File: config.mk
export PLATFORM = sky130hd
export DESIGN_NAME = pmc_power_mode_ctrl
export DESIGN_NICKNAME = d
export VERILOG_FILES = /design/src/logic/pmc_pkg.sv /design/src/logic/pmc_power_mode_ctrl.sv
export SDC_FILE = /design/constraint.sdc
export NUM_CORES = 1
export LEC_CHECK = 0
export ABC_AREA = 1
export BUFFER_PORTS_ARGS = -buffer_cell sky130_fd_sc_hd__buf_2
export CORE_ASPECT_RATIO = 0.6
export CORE_MARGIN = 5
export CORE_UTILIZATION = 48
export DETAILED_ROUTE_END_ITERATION = 10
export PLACE_DENSITY = 0.95
export SYNTH_ARGS = -nofsm -noshare
export SYNTH_HDL_FRONTEND = slang
export SYNTH_SLANG_ARGS = --single-unit
File: constraint.sdc
create_clock -name hclk -period 4.4 [get_ports hclk]
set_clock_uncertainty 0.2 [all_clocks]
set_input_delay 0.88 -clock hclk [delete_from_list [all_inputs] [get_ports hclk]]
set_output_delay 0.88 -clock hclk [all_outputs]
set_load 0.005 [all_outputs]
File: src/logic/pmc_pkg.sv
/*
 * constants, states and carriers for the sleep and idle power mode controller.
 * assumes a single system clock domain and an ahb-lite register port.
 */
package pmc_pkg;
   // ==========================================
   // register offsets (byte addresses, low 8 bits decoded)
   localparam logic [7:0] OFS_CTRL = 8'h00;
   localparam logic [7:0] OFS_CFG = 8'h04;
   localparam logic [7:0] OFS_STAT = 8'h08;
   // ==========================================
   // field positions
   localparam int CTRL_IDLE_BIT = 7;
   localparam int CTRL_FLAG_BIT = 3;
   localparam int CTRL_SEL_LSB = 0;
   localparam int STAT_CLK_LSB = 0;
   localparam int STAT_MODE_LSB = 8;
   // ==========================================
   // reset values
   localparam logic CTRL_IDLE_RST = 1'b0;
   localparam logic [1:0] CTRL_SEL_RST = 2'h0;
   localparam logic [3:0] CFG_RST = 4'h0;
   // ==========================================
   // clock source select encodings (1x = internal oscillator)
   localparam logic [1:0] SEL_PRI = 2'h0;
   localparam logic [1:0] SEL_SEC = 2'h1;
   localparam logic [1:0] SEL_INT = 2'h2;
   // ==========================================
   // timing
   localparam int CLK_PERIOD_NS = 10;
   localparam int CSD_TIME_NS = 200;
   localparam int CSD_CYCLES = (CSD_TIME_NS + CLK_PERIOD_NS - 1) / CLK_PERIOD_NS;
   // ==========================================
   // types
   typedef enum logic [4:0] {
      ST_RUN = 5'b00001,
      ST_SLEEP = 5'b00010,
      ST_WAKE = 5'b00100,
      ST_IDLE = 5'b01000,
      ST_CSD = 5'b10000
   } pmc_state_e;
   typedef struct packed {
      logic pri;
      logic sec;
      logic intl;
   } pmc_osc_s;
   typedef struct packed {
      logic cpu;
      logic periph;
      logic [1:0] src;
   } pmc_gate_s;
   typedef struct packed {
      logic idle;
      logic [1:0] sel;
   } pmc_ctrl_s;
   typedef struct packed {
      logic fscm;
      logic two_speed;
      logic sec_en;
      logic wdt_sel;
   } pmc_cfg_s;
endpackage

File: src/logic/pmc_power_mode_ctrl.sv
/*
 * sleep and idle power mode controller with ahb-lite register slave.
 * assumes power_down_exec, irq_wake and wdt_timeout come from logic on hclk,
 * and osc_ready comes from the analog oscillator block (resynchronised here).
 * device reset (hresetn) is itself a wake event: it returns the block to run.
 */
// Overview of operation
// RULE_01: power-down with idle bit clear enters sleep
// RULE_02: sleep stops selected oscillator, all clocks off
// RULE_03: sleep entry clears all clock status bits
// RULE_04: sleep entry needs no clock switch first
// RULE_05: watchdog selected keeps internal oscillator running
// RULE_06: enabled secondary timer oscillator keeps running
// RULE_07: sleep left only by interrupt, reset, watchdog
// RULE_08: after sleep wake, clocks held until source ready
// RULE_09: two-speed or fail-safe: run internal oscillator immediately
// RULE_10: primary running flag set once primary clocks device
// RULE_11: wake leaves idle bit and select unchanged
// RULE_12: power-down with idle bit set stops cpu only
// RULE_13: idle entry leaves clock status bits alone
// RULE_14: idle left only by interrupt, watchdog, reset
// RULE_15: idle wake delays cpu by start delay
// RULE_16: cpu resumes on the idle clock source
// RULE_17: watchdog timeout in low power wakes, not resets
// RULE_18: start delay is fixed parameterised cycle count
`timescale 1ns/1ns
module pmc_power_mode_ctrl #(
   parameter int CSD_COUNT = pmc_pkg::CSD_CYCLES
) (
   input wire logic hclk,
   input wire logic hresetn,
   input wire logic hsel,
   input wire logic [31:0] haddr,
   input wire logic [1:0] htrans,
   input wire logic hwrite,
   input wire logic [2:0] hsize,
   input wire logic [31:0] hwdata,
   input wire logic hready,
   output logic hreadyout,
   output logic [31:0] hrdata,
   output logic hresp,
   input wire logic power_down_exec,
   input wire logic irq_wake,
   input wire logic wdt_timeout,
   input wire pmc_pkg::pmc_osc_s osc_ready,
   output pmc_pkg::pmc_osc_s osc_run,
   output pmc_pkg::pmc_gate_s clk_gate,
   output pmc_pkg::pmc_state_e mode
);
   localparam int CW = $clog2(CSD_COUNT + 1);
   localparam logic [CW-1:0] CSD_LAST = CW'(CSD_COUNT - 1);

   // ==========================================
   // state
   pmc_pkg::pmc_state_e state_ff, nxt_state;
   pmc_pkg::pmc_ctrl_s ctrl_ff, nxt_ctrl;
   pmc_pkg::pmc_cfg_s cfg_ff, nxt_cfg;
   pmc_pkg::pmc_osc_s stat_ff, nxt_stat;
   pmc_pkg::pmc_osc_s rdy_m_ff, nxt_rdy_m;
   pmc_pkg::pmc_osc_s rdy_ff, nxt_rdy;
   pmc_pkg::pmc_osc_s run_ff, nxt_run;
   pmc_pkg::pmc_gate_s gate_ff, nxt_gate;
   logic [CW-1:0] cnt_ff, nxt_cnt;
   logic wr_ff, nxt_wr;
   logic [7:0] wa_ff, nxt_wa;
   logic [31:0] rd_ff, nxt_rd;
   logic wake;
   logic fast_start;
   logic sel_rdy;
   logic acc;

   assign hreadyout = 1'b1;
   assign hresp = 1'b0;
   assign hrdata = rd_ff;
   assign osc_run = run_ff;
   assign clk_gate = gate_ff;
   assign mode = state_ff;

   // ==========================================
   // next-state logic for bus, registers and mode machine
   always_comb begin
      nxt_state = state_ff;
      nxt_ctrl = ctrl_ff;
      nxt_cfg = cfg_ff;
      nxt_stat = stat_ff;
      nxt_cnt = cnt_ff;
      nxt_rd = rd_ff;
      // oscillator ready bits are analog, so two flops before use
      nxt_rdy_m = osc_ready;
      nxt_rdy = rdy_m_ff;
      wake = irq_wake | wdt_timeout; // RULE_07 RULE_14 RULE_17
      fast_start = cfg_ff.two_speed | cfg_ff.fscm;
      case (ctrl_ff.sel)
         pmc_pkg::SEL_PRI: sel_rdy = rdy_ff.pri;
         pmc_pkg::SEL_SEC: sel_rdy = rdy_ff.sec;
         default: sel_rdy = rdy_ff.intl;
      endcase

      // bus: zero-wait slave, write lands in the data phase
      acc = hsel & hready & htrans[1];
      nxt_wr = acc & hwrite;
      nxt_wa = haddr[7:0];
      // only bus writes touch ctrl, so no wake can alter it
      if (wr_ff) begin // RULE_11
         case (wa_ff)
            pmc_pkg::OFS_CTRL: begin
               nxt_ctrl.idle = hwdata[pmc_pkg::CTRL_IDLE_BIT];
               nxt_ctrl.sel = hwdata[pmc_pkg::CTRL_SEL_LSB +: 2];
            end
            pmc_pkg::OFS_CFG: nxt_cfg = hwdata[3:0];
            default: ;
         endcase
      end

      // mode machine
      case (state_ff)
         pmc_pkg::ST_RUN: begin
            if (power_down_exec && ctrl_ff.idle) begin
               nxt_state = pmc_pkg::ST_IDLE; // RULE_12 RULE_13
            end else if (power_down_exec) begin
               // straight to sleep, no switch, status wiped
               nxt_state = pmc_pkg::ST_SLEEP; // RULE_01 RULE_04
               nxt_stat = '0; // RULE_03
            end else begin
               // status shows what really clocks the device
               nxt_stat = '0;
               case (ctrl_ff.sel)
                  pmc_pkg::SEL_PRI: nxt_stat.pri = rdy_ff.pri; // RULE_10
                  pmc_pkg::SEL_SEC: nxt_stat.sec = rdy_ff.sec;
                  default: nxt_stat.intl = rdy_ff.intl;
               endcase
            end
         end
         pmc_pkg::ST_SLEEP: begin
            if (wake) begin
               nxt_state = pmc_pkg::ST_WAKE; // RULE_07 RULE_17
            end
         end
         pmc_pkg::ST_WAKE: begin
            if (sel_rdy) begin
               nxt_state = pmc_pkg::ST_RUN; // RULE_08
            end else if (fast_start) begin
               nxt_stat.intl = rdy_ff.intl; // RULE_09
            end
         end
         pmc_pkg::ST_IDLE: begin
            if (wake) begin
               nxt_state = pmc_pkg::ST_CSD; // RULE_14
               nxt_cnt = CSD_LAST; // RULE_15 RULE_18
            end
         end
         pmc_pkg::ST_CSD: begin
            if (cnt_ff == '0) begin
               nxt_state = pmc_pkg::ST_RUN; // RULE_16
            end else begin
               nxt_cnt = cnt_ff - CW'(1); // RULE_18
            end
         end
         default: nxt_state = pmc_pkg::ST_RUN;
      endcase

      // register read data from next values, so a read right after a write sees it
      if (acc && !hwrite) begin
         nxt_rd = 32'h0000_0000;
         case (haddr[7:0])
            pmc_pkg::OFS_CTRL: begin
               nxt_rd[pmc_pkg::CTRL_IDLE_BIT] = nxt_ctrl.idle;
               nxt_rd[pmc_pkg::CTRL_FLAG_BIT] = nxt_stat.pri;
               nxt_rd[pmc_pkg::CTRL_SEL_LSB +: 2] = nxt_ctrl.sel;
            end
            pmc_pkg::OFS_CFG: nxt_rd[3:0] = nxt_cfg;
            pmc_pkg::OFS_STAT: begin
               nxt_rd[pmc_pkg::STAT_CLK_LSB +: 3] = nxt_stat;
               nxt_rd[pmc_pkg::STAT_MODE_LSB +: 5] = nxt_state;
            end
            default: ;
         endcase
      end

      // clock gates follow the next mode
      nxt_gate.src = nxt_ctrl.sel;
      case (nxt_state)
         pmc_pkg::ST_RUN: begin
            nxt_gate.cpu = 1'b1;
            nxt_gate.periph = 1'b1;
         end
         pmc_pkg::ST_WAKE: begin
            // fast start runs on the internal oscillator until the source is ready
            nxt_gate.cpu = fast_start; // RULE_08 RULE_09
            nxt_gate.periph = fast_start;
            nxt_gate.src = fast_start ? pmc_pkg::SEL_INT : nxt_ctrl.sel;
         end
         pmc_pkg::ST_IDLE, pmc_pkg::ST_CSD: begin
            nxt_gate.cpu = 1'b0; // RULE_12 RULE_15
            nxt_gate.periph = 1'b1;
         end
         default: begin
            nxt_gate.cpu = 1'b0; // RULE_02
            nxt_gate.periph = 1'b0;
         end
      endcase

      // oscillator enables: selected one stops in sleep, kept ones stay up
      nxt_run.pri = (nxt_ctrl.sel == pmc_pkg::SEL_PRI) && (nxt_state != pmc_pkg::ST_SLEEP); // RULE_02
      nxt_run.sec = nxt_cfg.sec_en; // RULE_06
      nxt_run.intl = nxt_cfg.wdt_sel // RULE_05
                   | (nxt_ctrl.sel[1] && (nxt_state != pmc_pkg::ST_SLEEP))
                   | ((nxt_state == pmc_pkg::ST_WAKE) && fast_start); // RULE_09
   end

   // ==========================================
   // registers
   always_ff @(posedge hclk or negedge hresetn) begin
      if (!hresetn) begin
         state_ff <= pmc_pkg::ST_RUN;
         ctrl_ff <= '{idle: pmc_pkg::CTRL_IDLE_RST, sel: pmc_pkg::CTRL_SEL_RST}; // RULE_01
         cfg_ff <= pmc_pkg::CFG_RST;
         stat_ff <= '0;
         rdy_m_ff <= '0;
         rdy_ff <= '0;
         run_ff <= '{pri: 1'b1, sec: 1'b0, intl: 1'b0};
         gate_ff <= '{cpu: 1'b1, periph: 1'b1, src: pmc_pkg::CTRL_SEL_RST};
         cnt_ff <= '0;
         wr_ff <= 1'b0;
         wa_ff <= 8'h00;
         rd_ff <= 32'h0000_0000;
      end else begin
         state_ff <= nxt_state;
         ctrl_ff <= nxt_ctrl;
         cfg_ff <= nxt_cfg;
         stat_ff <= nxt_stat;
         rdy_m_ff <= nxt_rdy_m;
         rdy_ff <= nxt_rdy;
         run_ff <= nxt_run;
         gate_ff <= nxt_gate;
         cnt_ff <= nxt_cnt;
         wr_ff <= nxt_wr;
         wa_ff <= nxt_wa;
         rd_ff <= nxt_rd;
      end
   end
endmodule

==> results of run 1 <==
-- worst max-delay path by stage --
stage	from	slack [ns]	to
final	htrans[1]	2.31	hrdata[3]
after global routing	htrans[1]	2.15	hrdata[7]
after CTS	htrans[1]	2.28	hrdata[3]
after detailed placement	htrans[1]	1.97	hrdata[3]
after global placement	htrans[1]	2.05	hrdata[7]
after floorplan	htrans[1]	2.42	hrdata[11]
-- where the power goes --
part / total (mW) / switching, mW / internal (mW)
combinational: 0.240 / 0.158 / 0.0827
sequential: 0.569 / 0.0384 / 0.530
clock: 0.283 / 0.154 / 0.129
-- cells in the final DEF, fill, tap and decap left out, types with 2 or more instances in the layout --
cell,instances
nor3_1,4
dfstp_2,4
nor2_1,27
nor2_2,4
o211ai_1,2
inv_2,3
conb_1,24
o21ai_1,2
dfrtp_1,47
xor2_1,2
nor2_4,4
nand4_1,3
o21ai_0,7
ha_1,2
nand3_1,20
nand3_2,2
nand2_2,3
a21oi_1,2
inv_1,30
clkbuf_8,6
nand2_1,62
buf_2,46
-- routing by layer --
layer	GRT usage	routed length [um]
met2	0.225	2200
met3	0.0461	522
met4	0.0564	85
met5	0	0
met1	0.229	2220
-- registers in the layout, indices dropped and copies added (netlist names) --
name / cells
cfg_ff: 3
clk_gate: 4
cnt_ff: 5
ctrl_ff: 3
hrdata: 10
mode: 5
nxt_rdy: 3
osc_run: 3
rdy_ff: 3
stat_ff: 3
wa_ff: 8
wr_ff: 1
-- final cells by class --
cell class / count / area [um^2] / area share
clock inverters: 1 / 8.76 / 0.00327
inverters: 34 / 130 / 0.0486
flip-flops and latches: 51 / 1280 / 0.479
clock buffers: 7 / 86.3 / 0.0322
well taps: 63 / 78.8 / 0.0294
multi-input cells: 178 / 862 / 0.322
repair buffers: 46 / 230 / 0.0860
-- cells in the mapped netlist (all sizes together) --
cell and number:
a22oi 1, dfrtp 47, o211ai 2, conb 2, a22o 1, dfstp 4
nand4 4, a21oi 2, nand3 22, buf 26, nor4 1, nand3b 1
ha 2, o21ai 10, nor3 4, nand2 65, mux2 1, xor2 2
o22ai 1, nor2 35, inv 34
-- critical path, cell delays in order --
cell and delay, ns:
buf_2 0.08, nand3_1 0.08, nor2_1 0.34, inv_1 0.27, nor4_1 0.30, nand2_1 0.10
nand3_1 0.08
-- metrics by stage --
step,instances,power (mW)
floorplan,289,0.739
global placement,372,0.806
detailed placement,372,0.818
CTS,380,1.09
global route,380,1.15
finish,380,1.09
-- cells by family (layout without fill, tap and decap cells) --
family,Yosys count,in the layout
AND/OR/NAND/NOR,132,132
buffers and inverters,60,88
other,2,24
adder cells (fa/ha/maj),2,2
multiplexers,1,1
AO/OA/AOI/OAI,17,17
flip-flops,51,51
XOR/XNOR,2,2
==> key figures, run 1 <==
Outcome
  – Status: finished clean

Final layout
  – # nets final: ~400
  – Fin area: around 2700 um^2
  – Final Core Density: 0.572
  – Share of layout cells above drive strength 1: 0.243
  – ANT cells: 0
  – Area growth syn-to-layout: 12.3%
  – Filler cells: between 400 and 500

Clock tree
  – Worst skew pair latency: ~0.30 ns
  – H-tree depth: 2
  – CTS sink cnt: 51
  – CTS Hold Bufs: 0
  – CTS tree: done
  – CTS clock-pin slew for the worst setup and hold paths: approximately 0.09 ns
  – Cts repair resizes: 0
  – Longest Clk Path Bufs: 2
  – Post-CTS Setup Inserts: 0
  – Root buf cell: clkbuf_8
  – CTS buffer count: 5

Logic synthesis
  – Area of the mapped netlist: roughly 2400 um^2
  – Share of the synthesized area in the top cell type: 0.493
  – Compound-cell area share of the yosys netlist: 0.0425
  – Post-Synth Adder-Cell Area: 0.0105
  – Post-synthesis sequential area ratio: 0.538
  – Synth area leader: dfrtp_1
  – Cell variety after synth: 31
  – Largest family of logic cells by synthesized area: simple AND/OR/NAND/NOR gates
  – Number of synthesized register bits: just over 50
  – Top cells by area, synth: dfrtp_1 49%, nand2_1 9.8%, buf_4 7.9%, inv_1 4.7%, dfstp_2 4.4%
  – Synth Area in XOR/XNOR: 0.00735
  – Synthesized instance count: approximately 270
  – Post-synthesis simple-gate area fraction: 0.259
  – Synth Area per Inst: around 9 um^2
  – Post-synthesis mux area share: 0.00472
  – Synth warn: 0

STA
  – Fin crit share: 0.475
  – Final hold vios: 0
  – Final TNS setup: 0 ns
  – Slew Limit Fails: 0
  – Worst slew pin tran: about 1.1 ns
  – Final hold slack: around 0.17 ns
  – PnR worst setup slack: roughly 2.3 ns
  – Worst slew margin: 0.270
  – Achievable Freq: about 480 MHz
  – Final setup viols: 0
  – RSZ-0062 raised after global routing: no
  – Min cycle time layout: around 2.1 ns

Floorplan
  – # IOs: roughly 130
  – Core area: ~4700 um^2
  – Die Wd: approximately 100 um
  – Row Count: 19
  – Initial Utilization: 0.509
  – Die area: roughly 6500 um^2
  – Die Ht: 64.6 um

Global route
  – Total gr overflow: 0
  – Vias in the first global route: roughly 1700
  – First-pass GRT wire length: approximately 7900 um
  – Total Routing Usage GR: 0.158
  – Initial antenna violation count: 0
  – Largest net degree at the start of global routing: 52

Routing
  – Initial DRC count: 105
  – WL per Instance: between 10 and 15 um
  – WL final: 5030 um
  – Drt pass-1 iters: 4
  – Final ANT Viol Nets: 0
  – Vias/cell: 4.76
  – Via count: approximately 1800
  – DRC: 0

Placement
  – Dpl ws: roughly 2.0 ns
  – Placed cell area: 2580 um^2
  – GP Congestion: ~0.85
  – Placed wire-length estimate: 3920 um
  – Buffers on Ports: 46

Pwr
  – Leak Pwr: ~1.5 nW
  – Maximum VDD drop: approximately 0.16 mV
  – PwrDens: about 410 nW/um^2

Setup path
  – Req. time, crit path: approximately 4.5 ns
  – R2R Path Start: mode[0]
  – Maximum net fanout on the critical path: 11
  – Reg2Reg Setup Slack: about 2.6 ns
  – CP Capture Type: flip-flop
  – Worst r2r path cells: 11
  – Arrival time worst endpoint: about 2.1 ns
  – Worst reg2reg path endpoint: hrdata[1]
  – Crit path kind: in2reg
  – Critical Path Start Type: input port

Worst hold path
  – HP Start: nxt_rdy[1]
  – Worst Hold Class: reg2reg
  – WHS Path Cells: 0
  – Hold EP: rdy_ff[1]

Run
  – Number of max-cap violations: 0
(Power assumes the default switching activity.)
==> run 2, diff against run 1 <==
--- a/config.mk
+++ b/config.mk
@@ -9,9 +9,9 @@
 export BUFFER_PORTS_ARGS = -buffer_cell sky130_fd_sc_hd__buf_2
 export CORE_ASPECT_RATIO = 0.6
 export CORE_MARGIN = 5
-export CORE_UTILIZATION = 48
+export CORE_UTILIZATION = 40
 export DETAILED_ROUTE_END_ITERATION = 10
-export PLACE_DENSITY = 0.95
+export PLACE_DENSITY = 0.87
 export SYNTH_ARGS = -nofsm -noshare
 export SYNTH_HDL_FRONTEND = slang
 export SYNTH_SLANG_ARGS = --single-unit
==> constraint.sdc (replaced) <==
create_clock -name hclk -period 1.87 [get_ports hclk]
set_clock_uncertainty 0.2 [all_clocks]
set_input_delay 0.374 -clock hclk [delete_from_list [all_inputs] [get_ports hclk]]
set_output_delay 0.374 -clock hclk [all_outputs]
set_load 0.005 [all_outputs]
==> key figures, run 2 (synthesis gave the netlist of run 1 again) <==
Outcome
  – Status: finished clean

Placement
  – Buffers on Ports: 46 (unchanged)
  – GP Congestion: 0.936 (+11%)
  – Dpl ws: 0.0635 ns (-1.90 ns)
  – Placed cell area: 2670 um^2 (+3.3%)
  – Placed wire-length estimate: 4310 um (+10%)

Setup path
  – CP Capture Type: flip-flop
  – Arrival time worst endpoint: 1.78 ns (-0.36 ns)
  – Most used cell, CP: nor2_1
  – Critical Path Start Type: flip-flop
  – Worst r2r path cells: 8 (-3)
  – Worst-path cell chain: buf_4 -> nor2_4 -> nand3_2 -> nor2_1 -> nor2_1 -> nor2_1 -> inv_1 -> o211ai_1
  – Req. time, crit path: 1.86 ns (-2.59 ns)
  – Crit path kind: reg2reg
  – Maximum net fanout on the critical path: 4 (-7)
  – Slowest-stage cell, CP: dfstp_2
  – Max incr delay on CP: 0.54 ns (+0.20 ns)

STA
  – Final TNS setup: 0 ns (unchanged)
  – RSZ-0062 raised after global routing: yes
  – Fin crit share: 0.960
  – Min cycle time layout: around 1.8 ns
  – Slew Limit Fails: 0 (unchanged)
  – Final hold vios: 0 (unchanged)
  – Final setup viols: 0 (unchanged)
  – PnR worst setup slack: 0.0751 ns (-2.23 ns)
  – Achievable Freq: approximately 560 MHz

Pwr
  – Sequential share of power: 0.507 (-0.014)
  – Maximum VDD drop: 0.348 mV (+120%)
  – Sw power: 0.870 mW (+150%)
  – Switching share of power: 0.331 (+0.0107)
  – Leak Pwr: 1.59 nW (+7.5%)
  – Combinational share of power: 0.248 (+0.028)
  – Internal: 1.76 mW (+140%)
  – Clk pwr share: 0.245 (-0.014)
  – PwrDens: 901 nW/um^2 (+120%)

Final layout
  – Fin area: 2920 um^2 (+8.9%)
  – Commonest non-fill, non-tap cell in the layout: nand2_1
  – Largest register FFs: 10 (unchanged)
  – Area growth syn-to-layout: 22.4%
  – Most frequent cells in the layout: 60 x nand2_1, 47 x dfrtp_1, 46 x buf_2
  – ANT cells: 0 (unchanged)
  – # nets final: 417 (+4.8%)
  – Share of layout cells above drive strength 1: 0.280 (+0.0369)

Floorplan
  – # IOs: 126 (unchanged)
  – Die area: 7650 um^2 (+17%)
  – Die Ht: 69.8 um (+8.1%)
  – Die Wd: 110 um (+8.6%)
  – Initial Utilization: 0.420 (-0.0890)
  – Row Count: 21 (+2)
  – Core area: 5680 um^2 (+21%)

Clock tree
  – CTS buffer count: 5 (unchanged)
  – Longest Clk Path Bufs: 2 (unchanged)
  – Worst skew pair latency: 0.31 ns (about the same)
  – CTS tree: done
  – H-tree depth: 2 (unchanged)
  – CTS sink cnt: 51 (unchanged)
  – CTS clock-pin slew for the worst setup and hold paths: 0.09 ns (about the same)
  – Root buf cell: clkbuf_8

Global route
  – Total Routing Usage GR: 0.150 (-0.00771)
  – Largest net degree at the start of global routing: 27 (-48%)
  – Initial antenna violation count: 0 (unchanged)
  – Vias in the first global route: 1914 (+16%)
  – First-pass GRT wire length: 8940 um (+13%)
  – Total gr overflow: 0 (unchanged)

Routing
  – WL final: 5620 um (+12%)
  – Vias/cell: 4.55 (-4.4%)
  – WL per Instance: 13.5 um (+2.1%)
  – Initial DRC count: 156 (+49%)
  – Final ANT Viol Nets: 0 (unchanged)
  – DRC: 0 (unchanged)
  – Drt pass-1 iters: 5 (+1)
  – Via count: 1893 (+4.7%)

Worst hold path
  – Worst Hold Class: in2reg
  – WHS Path Cells: 1 (+1)

Run
  – Number of max-cap violations: 0 (unchanged)
[run 2: repair_timing]
| action | 4_1_cts | 5_1_grt |
|---|---|---|
| endpoints found under the hold margin | 24 | 0 |
| setup buffers | 0 | 1 |
| setup endpoints to repair | 0 | 9 |
| hold buffers | 11 | 0 |
| gates resized for setup | 0 | 12 |
[run 2: path summary, 6_finish.rpt]
path | from | endpoint | slack (ns)
max | mode[0] | osc_run[0] | 0.08
min | haddr[3] | wa_ff[3] | 0.04
max reg2reg | mode[0] | osc_run[0] | 0.08
min reg2reg | nxt_rdy[1] | rdy_ff[1] | 0.17
max in group asynchronous | hresetn | mode[4] | 0.61
min in group asynchronous | hresetn | stat_ff[0] | 0.37
[run 2: per-stage QoR]
step	hold slack (ns)	instances	total power, mW	utilization
global placement	0.136	396	1.92	0.470
CTS	0.0101	415	2.59	0.506
detailed placement	0.147	396	1.94	0.470
floorplan	-0.122	289	1.74	-
finish	0.0418	416	2.63	0.514
global route	0.0369	416	2.78	0.514
[run 2: layout make-up]
type                       count  area (um^2)
clock inverter                 2         17.5
multi-input combinational    178          902
clock buffer                   6         72.6
tap                           80          100
timing repair buffer          65          413
sequential                    51         1280
inverter                      34          130
fill                         533         2760
[run 2: power by group through the flow]
| stage | Sequential (mW) | Clock, mW | Combinational [mW] |
|---|---|---|---|
| after floorplan | 1.35 | 0 | 0.387 |
| after global placement | 1.36 | 0 | 0.564 |
| after detailed placement | 1.36 | 0 | 0.583 |
| after CTS | 1.34 | 0.649 | 0.602 |
| after global routing | 1.35 | 0.700 | 0.732 |
| final | 1.33 | 0.643 | 0.652 |
[run 2: routing by layer]
layer	track usage	part of all wire
met5	0	0
met2	0.218	0.44
met4	0.0553	0.022
met1	0.207	0.43
met3	0.0484	0.11
[run 2: worst max-delay path, delay by kind of cell (launching register included)]
kind                   cells  cell delay (ns)
DFF                        1             0.54
and+or+nand+nor            5             0.60
buffers and inverters      2             0.24
AOI/OAI and AO/OA          1             0.10
==> run 3, diff against run 2 <==
--- a/config.mk
+++ b/config.mk
@@ -11,6 +11,8 @@
 export CORE_MARGIN = 5
 export CORE_UTILIZATION = 40
 export DETAILED_ROUTE_END_ITERATION = 10
+export GPL_ROUTABILITY_DRIVEN = 0
+export HOLD_SLACK_MARGIN = 0.15
 export PLACE_DENSITY = 0.87
 export SYNTH_ARGS = -nofsm -noshare
 export SYNTH_HDL_FRONTEND = slang
==> key figures, run 3 (synthesis gave the netlist of run 1 again) <==
Setup path
  – Delay-heaviest family, CP: buffers and inverters
  – Max incr delay on CP: 0.53 ns (about the same)
  – Crit path kind: in2reg
  – Slowest-stage cell, CP: dlygate4sd3_1
  – Arrival time worst endpoint: 1.99 ns (+0.21 ns)
  – Most used cell, CP: nand2_1
  – Req. time, crit path: 1.93 ns (+0.07 ns)
  – Buf+Inv Stages, Crit Path: 4 (+2)
  – Critical Path Start Type: input port
  – Worst-path cell chain: dlygate4sd3_1 -> buf_2 -> inv_1 -> nand3_1 -> nor2_4 -> nand3_1 -> nand2_1 -> inv_1 -> nand2_1 -> nand2_1 -> nand2_1
  – Maximum net fanout on the critical path: 4 (unchanged)
  – CP Capture Type: flip-flop

Routing
  – Final ANT Viol Nets: 0 (unchanged)
  – WL per Instance: 13.8 um (+2.4%)
  – WL final: 5840 um (+3.9%)
  – DRC: 0 (unchanged)
  – Initial DRC count: 186 (+19%)
  – Via count: 1953 (+3.2%)
  – Drt pass-1 iters: 5 (unchanged)
  – Vias/cell: 4.63 (+1.7%)

Floorplan
  – Initial Utilization: 0.420 (unchanged)
  – Die Ht: 69.8 um (unchanged)
  – Die Wd: 110 um (unchanged)
  – Row Count: 21 (unchanged)
  – # IOs: 126 (unchanged)
  – Core area: 5680 um^2 (unchanged)
  – Die area: 7650 um^2 (unchanged)

STA
  – Fin crit share: 1.04 (+0.0759)
  – RSZ-0062 raised after global routing: yes
  – PnR worst setup slack: -0.0669 ns (-0.142 ns)
  – Final hold vios: 0 (unchanged)
  – Achievable Freq: 516 MHz (-7.3%)
  – Final setup viols: 1 (+1)
  – Min cycle time layout: 1.94 ns (+0.142 ns)
  – Slew Limit Fails: 0 (unchanged)

Global route
  – Vias in the first global route: 1964 (+2.6%)
  – First-pass GRT wire length: 9120 um (+2.0%)
  – Initial antenna violation count: 0 (unchanged)
  – Largest net degree at the start of global routing: 27 (unchanged)
  – Total Routing Usage GR: 0.153 (+0.00351)
  – Total gr overflow: 0 (unchanged)

Final layout
  – Filler cells: 522 (-2.1%)
  – Area growth syn-to-layout: 25.2%
  – Largest register FFs: 10 (unchanged)
  – ANT cells: 0 (unchanged)
  – Most frequent cells in the layout: 60 x nand2_1, 47 x dfrtp_1, 46 x buf_2
  – Share of layout cells above drive strength 1: 0.278 (-0.00198)
  – # nets final: 423 (+1.4%)
  – Commonest non-fill, non-tap cell in the layout: nand2_1

Clock tree
  – Worst skew pair latency: 0.31 ns (about the same)
  – CTS clock-pin slew for the worst setup and hold paths: 0.09 ns (about the same)
  – CTS buffer count: 5 (unchanged)
  – H-tree depth: 2 (unchanged)
  – CTS tree: done
  – Root buf cell: clkbuf_8
  – Longest Clk Path Bufs: 2 (unchanged)
  – CTS sink cnt: 51 (unchanged)

Run
  – Number of max-cap violations: 0 (unchanged)

Placement
  – Placed wire-length estimate: 4310 um (unchanged)
  – Buffers on Ports: 46 (unchanged)
  – Dpl ws: 0.0635 ns (unchanged)

Pwr
  – Maximum VDD drop: 0.350 mV (+0.50%)
  – Leak Pwr: 1.62 nW (+1.7%)
  – PwrDens: 886 nW/um^2 (-1.6%)
  – Power, Total: 2.64 mW (+0.63%)

Worst hold path
  – Worst Hold Class: reg2reg

Outcome
  – Failing checks: negative setup slack
  – Status: finished, violations left
-- run 3: area by class of cell --
type / count / area, um^2 / area share
inverters: 34 / 130 / 0.0436
repair buffers: 71 / 473 / 0.158
multi-input cells: 178 / 910 / 0.305
flip-flops and latches: 51 / 1280 / 0.429
clock inverters: 2 / 17.5 / 0.00587
clock buffers: 6 / 72.6 / 0.0243
well taps: 80 / 100 / 0.0335
-- run 3: per-stage QoR --
step / cell area (um^2) / TNS [ns] / cells / util / hold slack (ns)
global placement: 2670 / 0 / 396 / 0.470 / 0.136
CTS: 2930 / 0 / 421 / 0.516 / 0.166
finish: 2980 / -0.0669 / 422 / 0.526 / 0.166
floorplan: 2470 / 0 / 289 / - / -0.122
detailed placement: 2670 / 0 / 396 / 0.470 / 0.147
global route: 2980 / -0.269 / 422 / 0.526 / 0.183
-- run 3: final timing paths --
check	startpoint	to	slack (ns)	depth (start not counted)
hold / removal	nxt_rdy[1]	rdy_ff[1]	0.17	0
setup reg to reg	mode[0]	osc_run[0]	0.08	8
setup / recovery	haddr[3]	hrdata[0]	-0.07	11
hold reg to reg	nxt_rdy[1]	rdy_ff[1]	0.17	0
max in group asynchronous	hresetn	mode[4]	0.61	3
min in group asynchronous	hresetn	stat_ff[2]	0.36	2
-- run 3: report_power, final --
group | switching [mW] | internal, mW | total (mW)
Sequential | 0.0846 | 1.25 | 1.33
Combinational | 0.416 | 0.248 | 0.664
Clock | 0.378 | 0.269 | 0.647
Total | 0.879 | 1.76 | 2.64
-- run 3: worst register-to-register path, stage by stage, from the launching register on --
cell	delay, ns
dfstp_2	0.54
buf_4	0.12
nor2_4	0.05
nand3_2	0.11
nor2_1	0.06
nor2_1	0.28
nor2_1	0.10
inv_1	0.12
o211ai_1	0.10
-- run 3: what timing repair did --
action / in CTS / in global routing
resized for setup: 0 / 14
setup buffers: 0 / 1
setup endpoints to repair: 0 / 11
hold buffers: 17 / 0
endpoints found under the hold margin: 29 / 0
-- run 3: metal layers --
metal | up-vias | track usage | part of all wire
li1 | 936 | - | -
met3 | 23 | 0.0549 | 0.11
met5 | - | 0 | 0
met4 | 0 | 0.0609 | 0.034
met2 | 99 | 0.229 | 0.45
met1 | 895 | 0.202 | 0.41
